**config.mk**
```make
export PLATFORM = sky130hd
export DESIGN_NAME = clc_cell
export DESIGN_NICKNAME = d
export VERILOG_FILES = /design/src/clc_pkg.sv /design/src/clc_cell.sv /design/src/clc_store.sv
export SDC_FILE = /design/constraint.sdc
export NUM_CORES = 1
export LEC_CHECK = 0
export BUFFER_PORTS_ARGS = -buffer_cell sky130_fd_sc_hd__buf_2
export CORE_ASPECT_RATIO = 1.75
export CORE_MARGIN = 10
export CORE_UTILIZATION = 58
export DETAILED_ROUTE_END_ITERATION = 8
export GPL_TIMING_DRIVEN = 0
export PLACE_DENSITY = 0.94
export SLEW_MARGIN = 40
export SYNTH_ARGS = -nofsm -noshare
export SYNTH_HDL_FRONTEND = slang
export SYNTH_SLANG_ARGS = --single-unit
export TNS_END_PERCENT = 50
```
**constraint.sdc**
```tcl
create_clock -name sys_clk -period 7.47 [get_ports sys_clk]
set_input_delay 1.494 -clock sys_clk [delete_from_list [all_inputs] [get_ports sys_clk]]
set_output_delay 1.494 -clock sys_clk [all_outputs]
set_load 0.005 [all_outputs]
```
**src/clc_pkg.sv**
```systemverilog
`default_nettype none

package clc_pkg;

  // Table geometry
  localparam int CLC_LUT4_IN = 4;
  localparam int CLC_LUT4_SIZE = 16;
  localparam int CLC_LUT3_IN = 3;
  localparam int CLC_LUT3_SIZE = 8;
  localparam int CLC_NUM_CTRL = 4;
  localparam int CLC_NUM_ELEM = 2;

  // Storage data source codes
  localparam logic [1:0] CLC_DSRC_FIRST = 2'h0;
  localparam logic [1:0] CLC_DSRC_SECOND = 2'h1;
  localparam logic [1:0] CLC_DSRC_COMBINE = 2'h2;
  localparam logic [1:0] CLC_DSRC_DIRECT = 2'h3;

  // Combining-table input steering
  localparam logic CLC_H0_FROM_PRESET = 1'h0;
  localparam logic CLC_H0_FROM_SECOND = 1'h1;
  localparam logic CLC_H2_FROM_DIRECT = 1'h0;
  localparam logic CLC_H2_FROM_FIRST = 1'h1;

  // Combinational output steering
  localparam logic CLC_OUT_FROM_TABLE = 1'h0;
  localparam logic CLC_OUT_FROM_COMBINE = 1'h1;

  // Set/reset polarity of a storage element
  localparam logic CLC_INIT_RESET = 1'h0;
  localparam logic CLC_INIT_SET = 1'h1;

  // Latch mode exists only on the low-voltage variant
  localparam logic CLC_LATCH_CAPABLE = 1'h1;

  // Reset values
  localparam logic CLC_RST_BIT = 1'h0;
  localparam logic [15:0] CLC_LUT4_RST = 16'h0000;
  localparam logic [7:0] CLC_LUT3_RST = 8'h00;
  localparam logic [1:0] CLC_PICK_RST = 2'h0;

  typedef enum logic [1:0] {
    CLC_PH_IDLE = 2'b00,
    CLC_PH_LOAD = 2'b01,
    CLC_PH_START = 2'b11,
    CLC_PH_RUN = 2'b10
  } clc_phase_t;

  typedef struct packed {
    logic ce_used;
    logic sr_used;
    logic sr_is_set;
    logic clk_invert;
    logic latch_mode;
    logic [1:0] data_sel;
  } clc_elem_cfg_t;

  typedef struct packed {
    logic [15:0] lut_first;
    logic [15:0] lut_second;
    logic [7:0] lut_combine;
    logic h0_sel;
    logic h2_sel;
    logic x_sel;
    logic y_sel;
    logic [1:0] ce_pick;
    logic [1:0] preset_pick;
    logic [1:0] direct_pick;
    logic [1:0] h1_pick;
    clc_elem_cfg_t [1:0] elem;
  } clc_cfg_t;

  typedef struct packed {
    logic [3:0] first_table_inputs;
    logic [3:0] second_table_inputs;
    logic [3:0] control_inputs;
    logic storage_timing_edge;
    logic global_init;
  } clc_pins_t;

  typedef struct packed {
    logic store_enable;
    logic async_preset_clear;
    logic direct_data;
    logic combine_input_one;
  } clc_ctrl_t;

  typedef struct packed {
    clc_phase_t phase;
    clc_cfg_t cfg;
    clc_pins_t sync1;
    clc_pins_t sync2;
    logic clk_prev;
    logic comb_x;
    logic comb_y;
    logic ready;
  } clc_state_t;

  typedef struct packed {
    logic q;
  } clc_store_state_t;

endpackage

`default_nettype wire

```
**src/clc_cell.sv**
```systemverilog
// Operation
// - Two independent sixteen-entry four-input tables
// - Three-input combining table, one direct input
// - Two combining inputs steered: table or control
// - Three tables together give any five-input function
// - Two storage outputs; both function outputs are registered too
// - Storage data from four-way source selector
// - Each output picks own table or combiner
// - Direct data or combiner output reaches storage
// - Shared clock, enable, preset/clear, global init
// - Per-element clock edge inversion
// - Enable active high, synchronous, unconnected means on
// - Preset/clear asynchronous, high, forces configured value
// - Power-up and global init load configured value
// - Unused preset/clear stays inactive
// - Optional latch: follows while clock low, or while high if inverted
// - Any control input drives any internal control
// - Preset, direct, combine-one double as inputs 0,2,1
`default_nettype none

module clc_cell
  import clc_pkg::*;
(
  input wire logic sys_clk,                     // System clock, 10 MHz
  input wire logic rst_b,                       // Async power-up reset, active low
  input wire logic cfg_load,                    // Configuration load window, high
  input wire clc_cfg_t cfg_in,                  // Configuration image
  input wire logic [3:0] first_table_inputs,    // First table inputs
  input wire logic [3:0] second_table_inputs,   // Second table inputs
  input wire logic [3:0] control_inputs,        // General control inputs
  input wire logic storage_timing_edge,         // Shared cell clock
  input wire logic global_init,                 // Global initialisation, high
  output logic comb_out_x,                      // First combinational output
  output logic comb_out_y,                      // Second combinational output
  output logic [1:0] store_q,                   // Storage element outputs
  output logic cell_ready                       // Configured and running
);

  clc_state_t st;
  clc_state_t next_st;
  clc_ctrl_t ctrl;
  logic out_first;
  logic out_second;
  logic out_combine;
  logic [2:0] combine_idx;
  logic [1:0] store_d;
  logic init_now;
  logic running;

  // Table lookup, shared by both four-input tables
  function automatic logic lut4_eval(input logic [15:0] table_bits, input logic [3:0] sel);
    lut4_eval = table_bits[sel];
  endfunction

  function automatic logic lut3_eval(input logic [7:0] table_bits, input logic [2:0] sel);
    lut3_eval = table_bits[sel];
  endfunction

  // Control steering, one selector per internal control
  function automatic logic ctrl_pick(input logic [3:0] src, input logic [1:0] sel);
    ctrl_pick = src[sel];
  endfunction

  // Four-way storage source choice
  function automatic logic data_pick(
    input logic [1:0] sel,
    input logic f,
    input logic g,
    input logic h,
    input logic din
  );
    logic r;
    r = f;
    unique case (sel)
      CLC_DSRC_FIRST: r = f;
      CLC_DSRC_SECOND: r = g;
      CLC_DSRC_COMBINE: r = h;
      CLC_DSRC_DIRECT: r = din;
    endcase
    data_pick = r;
  endfunction

  // Internal controls from synchronised control inputs
  always_comb begin
    ctrl.store_enable = ctrl_pick(st.sync2.control_inputs, st.cfg.ce_pick);
    ctrl.async_preset_clear = ctrl_pick(st.sync2.control_inputs, st.cfg.preset_pick);
    ctrl.direct_data = ctrl_pick(st.sync2.control_inputs, st.cfg.direct_pick);
    ctrl.combine_input_one = ctrl_pick(st.sync2.control_inputs, st.cfg.h1_pick);
  end

  // Function generators
  always_comb begin
    out_first = lut4_eval(st.cfg.lut_first, st.sync2.first_table_inputs);
    out_second = lut4_eval(st.cfg.lut_second, st.sync2.second_table_inputs);
    combine_idx[0] = (st.cfg.h0_sel == CLC_H0_FROM_SECOND) ? out_second
                   : ctrl.async_preset_clear;
    combine_idx[1] = ctrl.combine_input_one;
    combine_idx[2] = (st.cfg.h2_sel == CLC_H2_FROM_FIRST) ? out_first
                   : ctrl.direct_data;
    out_combine = lut3_eval(st.cfg.lut_combine, combine_idx);
  end

  // Storage data selection
  always_comb begin
    for (int i = 0; i < CLC_NUM_ELEM; i++) begin
      store_d[i] = data_pick(st.cfg.elem[i].data_sel, out_first, out_second,
                             out_combine, ctrl.direct_data);
    end
  end

  // Global init acts in the running phase; the start phase covers power-up
  always_comb begin
    running = (st.phase == CLC_PH_RUN);
    init_now = (st.phase == CLC_PH_START) || (running && st.sync2.global_init);
  end

  // Phase sequencing and configuration capture
  always_comb begin
    next_st = st;
    // Two-stage capture of every table, control, clock and init input; first stage feeds only the second
    next_st.sync1.first_table_inputs = first_table_inputs;
    next_st.sync1.second_table_inputs = second_table_inputs;
    next_st.sync1.control_inputs = control_inputs;
    next_st.sync1.storage_timing_edge = storage_timing_edge;
    next_st.sync1.global_init = global_init;
    next_st.sync2 = st.sync1;
    next_st.clk_prev = st.sync2.storage_timing_edge;
    unique case (st.phase)
      CLC_PH_IDLE: begin
        if (cfg_load) begin
          next_st.phase = CLC_PH_LOAD;
        end
      end
      CLC_PH_LOAD: begin
        next_st.cfg = cfg_in;
        if (!cfg_load) begin
          next_st.phase = CLC_PH_START;
        end
      end
      CLC_PH_START: begin
        next_st.phase = CLC_PH_RUN;
      end
      CLC_PH_RUN: begin
        // Configuration stays frozen until the next power-up
        next_st.phase = CLC_PH_RUN;
      end
    endcase
    next_st.ready = (next_st.phase == CLC_PH_RUN);
    // each output own table or combiner
    next_st.comb_x = (st.cfg.x_sel == CLC_OUT_FROM_COMBINE) ? out_combine : out_first;
    next_st.comb_y = (st.cfg.y_sel == CLC_OUT_FROM_COMBINE) ? out_combine : out_second;
    if (!running) begin
      next_st.comb_x = CLC_RST_BIT;
      next_st.comb_y = CLC_RST_BIT;
    end
  end

  always_ff @(posedge sys_clk or negedge rst_b) begin
    if (!rst_b) begin
      st <= '0;
    end else begin
      st <= next_st;
    end
  end

  for (genvar e = 0; e < CLC_NUM_ELEM; e++) begin : g_store
    clc_store u_store (
      .sys_clk(sys_clk),
      .rst_b(rst_b),
      .ecfg(st.cfg.elem[e]),
      .init_now(init_now),
      .run(running),
      .cell_clk(st.sync2.storage_timing_edge),
      .cell_clk_prev(st.clk_prev),
      .ce(ctrl.store_enable),
      .sr(ctrl.async_preset_clear),
      .d(store_d[e]),
      .q(store_q[e])
    );
  end

  assign comb_out_x = st.comb_x;
  assign comb_out_y = st.comb_y;
  assign cell_ready = st.ready;

endmodule

`default_nettype wire

```
**src/clc_store.sv**
```systemverilog
`default_nettype none

module clc_store
  import clc_pkg::*;
(
  input wire logic sys_clk,           // System clock
  input wire logic rst_b,             // Async reset, active low
  input wire clc_elem_cfg_t ecfg,     // Static element configuration
  input wire logic init_now,          // Load configured init value
  input wire logic run,               // Cell is operational
  input wire logic cell_clk,          // Synchronised cell clock level
  input wire logic cell_clk_prev,     // Cell clock level one cycle back
  input wire logic ce,                // Internal store enable
  input wire logic sr,                // Internal async preset/clear
  input wire logic d,                 // Selected data
  output logic q                      // Stored value
);

  clc_store_state_t st;
  clc_store_state_t next_st;

  always_comb begin
    logic rise;
    logic fall;
    logic trig;
    logic transparent;
    logic en;
    rise = 1'h0;
    fall = 1'h0;
    trig = 1'h0;
    transparent = 1'h0;
    en = 1'h0;
    next_st = st;
    rise = cell_clk & ~cell_clk_prev;
    fall = ~cell_clk & cell_clk_prev;
    trig = ecfg.clk_invert ? fall : rise;
    transparent = ecfg.clk_invert ? cell_clk : ~cell_clk;
    en = ecfg.ce_used ? ce : 1'h1;
    if (init_now) begin
      next_st.q = ecfg.sr_is_set;
    end else if (run) begin
      if (ecfg.sr_used && sr) begin
        next_st.q = ecfg.sr_is_set;
      end else if (en) begin
        if (CLC_LATCH_CAPABLE && ecfg.latch_mode) begin
          if (transparent) begin
            next_st.q = d;
          end
        end else if (trig) begin
          next_st.q = d;
        end
      end
    end
  end

  always_ff @(posedge sys_clk or negedge rst_b) begin
    if (!rst_b) begin
      st <= '0;
    end else begin
      st <= next_st;
    end
  end

  assign q = st.q;

endmodule

`default_nettype wire

```
==> summary.md, run 1 <==
| Metric | Value |
|---|---|
| Placed Cells | 436 |
| Initial Util | 0.598 |
| RR Startpoint | st[16] |
| Hold Violations, Final | 0 |
| CP required | 7690 ps |
| Setup Viol. Count Final | 0 |
| Drt pass-1 iters | 4 |
| Pleak | 2.30 nW |
| Setup TNS Final | 0 ps |
| Hold Path Class | reg2reg |
| Worst Skew | 6.96 ps |
| Hold-fix buffers, CTS | 0 |
| Die area | 11,000 um^2 |
| Antenna Nets Post-Route | 0 |
| Critical path startpoint category | flip-flop |
| Fmax | 0.379 GHz |
| DRC Markers | 0 |
| I/O pins | 88 |
| Ranking of synthesized cells by area | dfrtp_1 62%, mux2_2 18%, mux4_1 3.8%, mux4_2 3.8%, mux2i_1 0.73% |
| Vias in the first global route | 2,951 |
| Worst r2r dst | g_store[0].u_store.q |
| Synthesized flop and latch total | 102 |
| Gr ovfl total | 0 |
| RSZ-0062 raised after global routing | no |
| Worst hold path endpoint | st[10] |
| Ant diodes | 0 |
| Status | completed |
| Final WS setup | 4830 ps |
| Clock Latency Late Sink | 350 ps |
| Seq/Total Area, Yosys | 0.618 |
| Hold path startpoint | next_st[10] |
| Pin count of the biggest net entering global routing | 81 |
| Buffers on Ports | 87 |
| Layout Nets | 446 |
| CTS Buffer Depth | 2 |
| Synthesized Nets | 347 |
| VDD IR max | 0.215 mV |
| # rows | 40 |
| Filler Cells Inserted | 441 |
| Critical Path AT | 2860 ps |
| Post-Route WL | 8.79 mm |
| Syn Area/Cell | 15.6 um^2 |
| Share of post-route cells with drive strength above 1 | 0.495 |
| H-tree levels | 3 |
| Post-synth ARST share | 1.00 |
| Postcts setup bufs | 0 |
| Drt initial violations | 142 |
| Area growth from synthesis to layout | 22.5% |
| Warnings, synthesis | 0 |
| CORE AREA | 6910 um^2 |
| FF-to-FF setup slack | 4830 ps |
| Die width | 83.8 um |
| Via count | 2,534 |
| CP Class | reg2reg |
| Cells after synthesis | 264 |
| Syn Std Cell Area | 4130 um^2 |
| Initial antenna violation count | 0 |
| Number of flops mapped to enable cells by yosys | 0 |
| Vias per inst | 5.61 |
| Fin cells | 452 |
| Crit path time final | 2640 ps |
| Hold Path Depth | 0 |
| Clock buffer count from CTS | 9 |
| Post-CTS sizing | 0 |
| Utilization after layout | 0.732 |
| Rel. slew slack | 0.574 |
| CTS root buf | clkbuf_16 |
| Wire length of the first global-routing pass | 14.8 mm |
| Main synth FF type | dfrtp_1 |
| Cell variety after synth | 37 |
| Worst-case reg-to-reg path depth | 6 |
| Max-Cap Viols | 0 |
| Wire per inst | 19.5 um |
| Pre-CTS setup slack | 4830 ps |
| Placer Congestion | 0.794 |
| Synth top area share | 0.618 |
| Die Height | 132 um |
| CP max FO | 7 |
| Pins Over Slew Limit | 0 |
| Clk sinks | 102 |
| Pin slew with the least headroom to its limit | 639 ps |
| Final Cycle Share | 0.354 |
| PwrDens | 368 nW/um^2 |
| Crit end category | flip-flop |
| Detailed Place HPWL | 6.74 mm |
| CTS tree | done |
| Total GRT Usage | 0.169 |
| CTS clk-pin slew, worst paths | 70 ps |
| Area leader, netlist | dfrtp_1 |
[layout by cell type, fill, tap and decap left out, types with 2 or more instances in the layout]
cell type	count
mux2i_1	3
buf_2	86
nand2b_1	4
bufinv_16	3
o31ai_1	2
a221oi_1	2
inv_1	5
nor2_1	8
o21ai_0	5
o211ai_1	2
and3_1	2
mux4_2	7
clkbuf_16	9
mux4_1	6
nor3_1	3
a211oi_1	3
clkbuf_8	2
buf_4	2
clkbuf_1	8
a21oi_1	5
dfrtp_1	102
nand2_1	5
buf_1	3
a21o_1	3
mux2_2	67
and3b_1	2
nor2b_1	3
[cells in the mapped netlist, types with 4 or more instances]
cell	number
nand2b_1	4
dfrtp_1	102
nand2_1	5
a21oi_1	5
mux2_2	67
mux4_2	7
o21ai_0	5
mux4_1	6
nor2_1	8
inv_1	5
clkbuf_1	6
[metrics by stage]
stage          area (um^2)  power, mW  hold slack (ps)
2_1_floorplan         4130       1.19              331
3_3_place_gp          4670       1.29              332
3_5_place_dp          4710       1.33              335
4_1_cts               5060       1.88              347
5_1_grt               5060       1.97              352
6_report              5060       1.86              346
[how the worst max path moves through the flow]
| stage | depth (start not counted) | from | to |
|---|---|---|---|
| final | 6 | st[16] | g_store[0].u_store.q |
| after global routing | 6 | st[16] | g_store[0].u_store.q |
| after CTS | 6 | st[16] | g_store[0].u_store.q |
| after detailed placement | 6 | st[16] | g_store[0].u_store.q |
| after global placement | 1 | rst_b | st[4] |
| after floorplan | 6 | st[16] | g_store[0].u_store.q |
[worst max-delay path: stages, from the launching register on]
cell and delay [ps]:
dfrtp_1 460, mux4_1 600, mux4_2 560, a211o_1 330, o211a_1 180, o31ai_1 280, a21oi_1 110
[power by group]
group / switching (mW) / total [mW] / internal [mW]
Clock: 0.192 / 0.538 / 0.346
Sequential: 0.112 / 0.848 / 0.737
Combinational: 0.185 / 0.473 / 0.288
Total: 0.489 / 1.86 / 1.37
[metal layers]
layer  vias up  part of all wire  track usage  wire, um
met1      1277              0.35        0.173      3030
met2        74              0.57        0.301      5030
met4         0             0.030       0.0879       261
li1       1164                 -            -         -
met5         -                 0            0         0
met3        19             0.054       0.0464       472
[sequential cells by signal (all words and copies together) (netlist names)]
| signal | cells |
|---|---|
| st | 82 |
| next_st | 15 |
| g_store.u_store.q | 2 |
| cell_ready | 1 |
| comb_out_x | 1 |
| comb_out_y | 1 |
[final cells by class]
class | instances | area, um^2 | area share
inverter | 5 | 18.8 | 0.00371
multi-input combinational | 146 | 1510 | 0.298
clock inverter | 3 | 90.1 | 0.0178
clock buffer | 13 | 260 | 0.0515
buffer | 11 | 48.8 | 0.00965
timing repair buffer | 88 | 473 | 0.0935
sequential | 102 | 2550 | 0.505
tap | 84 | 105 | 0.0208
[cell families after synthesis]
family / after synthesis / synth area share
AO/OA/AOI/OAI: 30 / 0.0546
XOR/XNOR: 1 / 0.00212
buffers and inverters: 16 / 0.0164
flip-flops: 102 / 0.618
multiplexers: 83 / 0.266
AND/OR/NAND/NOR: 32 / 0.0421
Power figures use the tool's default switching activity.
==> run 2: changes to the inputs <==
- ABC_AREA: default -> 1
- CORE_UTILIZATION: 58 -> 54
- PLACE_DENSITY: 0.94 -> 0.89
- clock period: 7.47 -> 2.5 ns (I/O delays scaled with it)
==> run 2 against run 1 <==
  * Via count rose by 31%
  * Largest power group unchanged
  * Highest routed layer unchanged
  * Final cell count increased by 38%
  * Synthesized cell count increased by 63%
  * Wire length rose by 16%
==> summary.md, run 2 <==
| Metric | Value |
|---|---|
| Synth top area share | 0.601 (-0.0178) |
| Ant diodes | 0 (unchanged) |
| Pin slew with the least headroom to its limit | 561 ps (-77.4 ps) |
| Postcts setup bufs | 0 (unchanged) |
| Hold slack | 49.5 ps (-296 ps) |
| Commonest non-fill, non-tap cell in the layout | dfrtp_1 |
| Share of post-route cells with drive strength above 1 | 0.277 (-0.217) |
| Vias per inst | 5.32 (-5.1%) |
| GR Util met1 | 0.173 (+0.000186) |
| Syn Std Cell Area | 4250 um^2 (+3.0%) |
| Critical path buffers and inverters | 3 (+3) |
| CTS clk-pin slew, worst paths | 60 ps (about the same) |
| Total GRT Usage | 0.175 (+0.00610) |
| Worst-case reg-to-reg path depth | 5 (-1) |
| Status | completed |
| Crit path time final | 2080 ps (-563 ps) |
| Wire per inst | 16.5 um (-15%) |
| Wire length of the first global-routing pass | 16.2 mm (+9.5%) |
| Die width | 87.1 um (+3.9%) |
| Worst r2r dst | st[81] |
| CP required | 2710 ps (-4980 ps) |
| CTS Buffer Depth | 2 (unchanged) |
| Number of flops mapped to enable cells by yosys | 0 (unchanged) |
| Ranking of synthesized cells by area | dfrtp_1 60%, mux2_2 6.6%, a21oi_1 6.1%, inv_1 5.0%, nand2_1 4.2% |
| Initial Util | 0.558 (-0.0398) |
| Register Area | 2550 um^2 (unchanged) |
| Worst Skew | 6.18 ps (-0.777 ps) |
| Placed Cells | 606 (+39%) |
| Layout Nets | 612 (+37%) |
| FF-to-FF setup slack | 420 ps (-4410 ps) |
| Hold Path Class | in2async |
| Register with the most flip-flops | st |
| Initial antenna violation count | 0 (unchanged) |
| Drt pass-1 iters | 4 (unchanged) |
| CP dominant cell by count | clkbuf_1 |
| Post-CTS sizing | 0 (unchanged) |
| Filler Cells Inserted | 588 (+33%) |
| Synthesized flop and latch total | 102 (unchanged) |
| Die area | 12,000 um^2 (+8.5%) |
| GRT busiest layer | met2 |
| Fin cells | 622 (+38%) |
| Warnings, synthesis | 0 (unchanged) |
| Cell family with most CP delay | buffers and inverters |
| VDD IR max | 0.655 mV (+210%) |
| Largest register FFs | 82 (unchanged) |
| Fmax | 0.481 GHz (+27%) |
| Top cells by instance count after synthesis | 102 x dfrtp_1, 57 x inv_1, 52 x a21oi_1 |
| Clock Latency Late Sink | 350 ps (about the same) |
| Buffers on Ports | 87 (unchanged) |
| Cells after synthesis | 430 (+63%) |
| Most frequent cells in the layout | 102 x dfrtp_1, 88 x buf_2, 57 x inv_1 |
| H-tree levels | 3 (unchanged) |
| CTS root buf | clkbuf_16 |
| Seq/Total Area, Yosys | 0.601 (-0.0178) |
| CTS tree | done |
| Slowest-stage cell, CP | clkbuf_1 |
| Post-synth ARST share | 1.00 (unchanged) |
| Met2 Use GR | 0.318 (+0.0171) |
| Crit end category | flip-flop |
| RSZ-0062 raised after global routing | no |
| Hold-fix buffers, CTS | 0 (unchanged) |
| Synthesized Nets | 513 (+48%) |
| Clock buffer count from CTS | 9 (unchanged) |
| Hold Violations, Final | 0 (unchanged) |
| Pleak | 2.63 nW (+14%) |
| Final WS setup | 422 ps (-4410 ps) |
| Critical Path Max Stage Delay | 500 ps (-100 ps) |
| Max-Cap Viols | 0 (unchanged) |
| PwrDens | 703 nW/um^2 (+91%) |
| Placer Congestion | 0.816 (+2.8%) |
| RR Startpoint | st[99] |
| Final Cycle Share | 0.831 (+0.478) |
| Area growth from synthesis to layout | 21.2% |
| Setup Viol. Count Final | 0 (unchanged) |
| Critical path startpoint | st[99] |
| Antenna Nets Post-Route | 0 (unchanged) |
| Pwr Total | 3.62 mW (+95%) |
| Die Height | 137 um (+4.4%) |
| Clk sinks | 102 (unchanged) |
| Cell variety after synth | 27 (-27%) |
| Post-Route WL | 10.2 mm (+16%) |
| Critical path startpoint category | flip-flop |
| Utilization after layout | 0.676 (-0.0562) |
| Detailed Place HPWL | 7.78 mm (+15%) |
| Final instance area | 5150 um^2 (+1.9%) |
| Met3 Use GR | 0.0449 (-0.00147) |
| Cells along the critical path | inv_1, nand2_1, clkbuf_1, clkbuf_1, a21oi_1 |
| Main synth FF type | dfrtp_1 |
| Area leader, netlist | dfrtp_1 |
| Critical Path AT | 2290 ps (-570 ps) |
| Count leader, synth | dfrtp_1 |
| Setup TNS Final | 0 ps (unchanged) |
| I/O pins | 88 (unchanged) |
| Multi-input logic area | 1400 um^2 (-7.5%) |
| Via count | 3,310 (+31%) |
| Gr ovfl total | 0 (unchanged) |
| Pin count of the biggest net entering global routing | 53 (-35%) |
| Rel. slew slack | 0.626 (+0.0516) |
| CORE AREA | 7620 um^2 (+10%) |
| # rows | 42 (+5.0%) |
| Placement Cell Area | 4830 um^2 (+2.7%) |
| Vias in the first global route | 3,552 (+20%) |
| Pre-CTS setup slack | 408 ps (-4420 ps) |
| Pins Over Slew Limit | 0 (unchanged) |
| CP max FO | 10 (+3) |
| Drt initial violations | 192 (+35%) |
| DRC Markers | 0 (unchanged) |
| Syn Area/Cell | 9.88 um^2 (-37%) |
| CP Class | reg2reg |
-- run 2: cell types whose count changed after synthesis, sizes merged, moves of 11 or more --
cell   delta
mux2     -42
nor2     +38
inv      +53
mux4     -13
nand2    +48
a21oi    +49
o21ai    +11
nand3    +36
-- run 2: worst max-delay path by stage --
stage	endpoint	slack (ps)	cells past startpoint
final	st[81]	420	5
after global placement	next_st[3]	-10	1
after CTS	st[56]	380	5
after floorplan	g_store[0].u_store.q	890	13
after global routing	st[84]	240	5
after detailed placement	st[47]	410	5
-- run 2: layout make-up --
type                       count  share of cell area
multi-input combinational    254               0.271
timing repair buffer          88              0.0918
sequential                   102               0.496
clock buffer                  12              0.0479
buffer                        16              0.0165
tap                           88              0.0214
inverter                      58              0.0423
clock inverter                 4              0.0136
-- run 2: cell families after synthesis --
kind of cell           synth area share
AND/OR/NAND/NOR                   0.145
flip-flops                        0.601
AO/OA/AOI/OAI                     0.112
buffers and inverters            0.0712
multiplexers                     0.0662
XOR/XNOR                        0.00412
-- run 2: where the power goes --
| part | switching [mW] | internal (mW) | total [mW] |
|---|---|---|---|
| sequential | 0.0446 | 1.74 | 1.78 |
| clock | 0.580 | 0.901 | 1.48 |
| combinational | 0.196 | 0.160 | 0.356 |
| total | 0.821 | 2.80 | 3.62 |
-- run 2: routing by layer --
metal  routed length (um)  share of wire  vias up
li1                     -              -     1597
met1                 3650           0.36     1592
met2                 5760           0.56       92
met3                  475          0.046       29
met4                  364          0.036        0
met5                    0              0        -
-- run 2: worst reg2reg max path: cells and delay by family, from the launching register on --
kind | cells | cell delay [ps]
AOI/OAI and AO/OA | 1 | 140
and+or+nand+nor | 1 | 360
DFF | 1 | 360
buffers and inverters | 3 | 1090
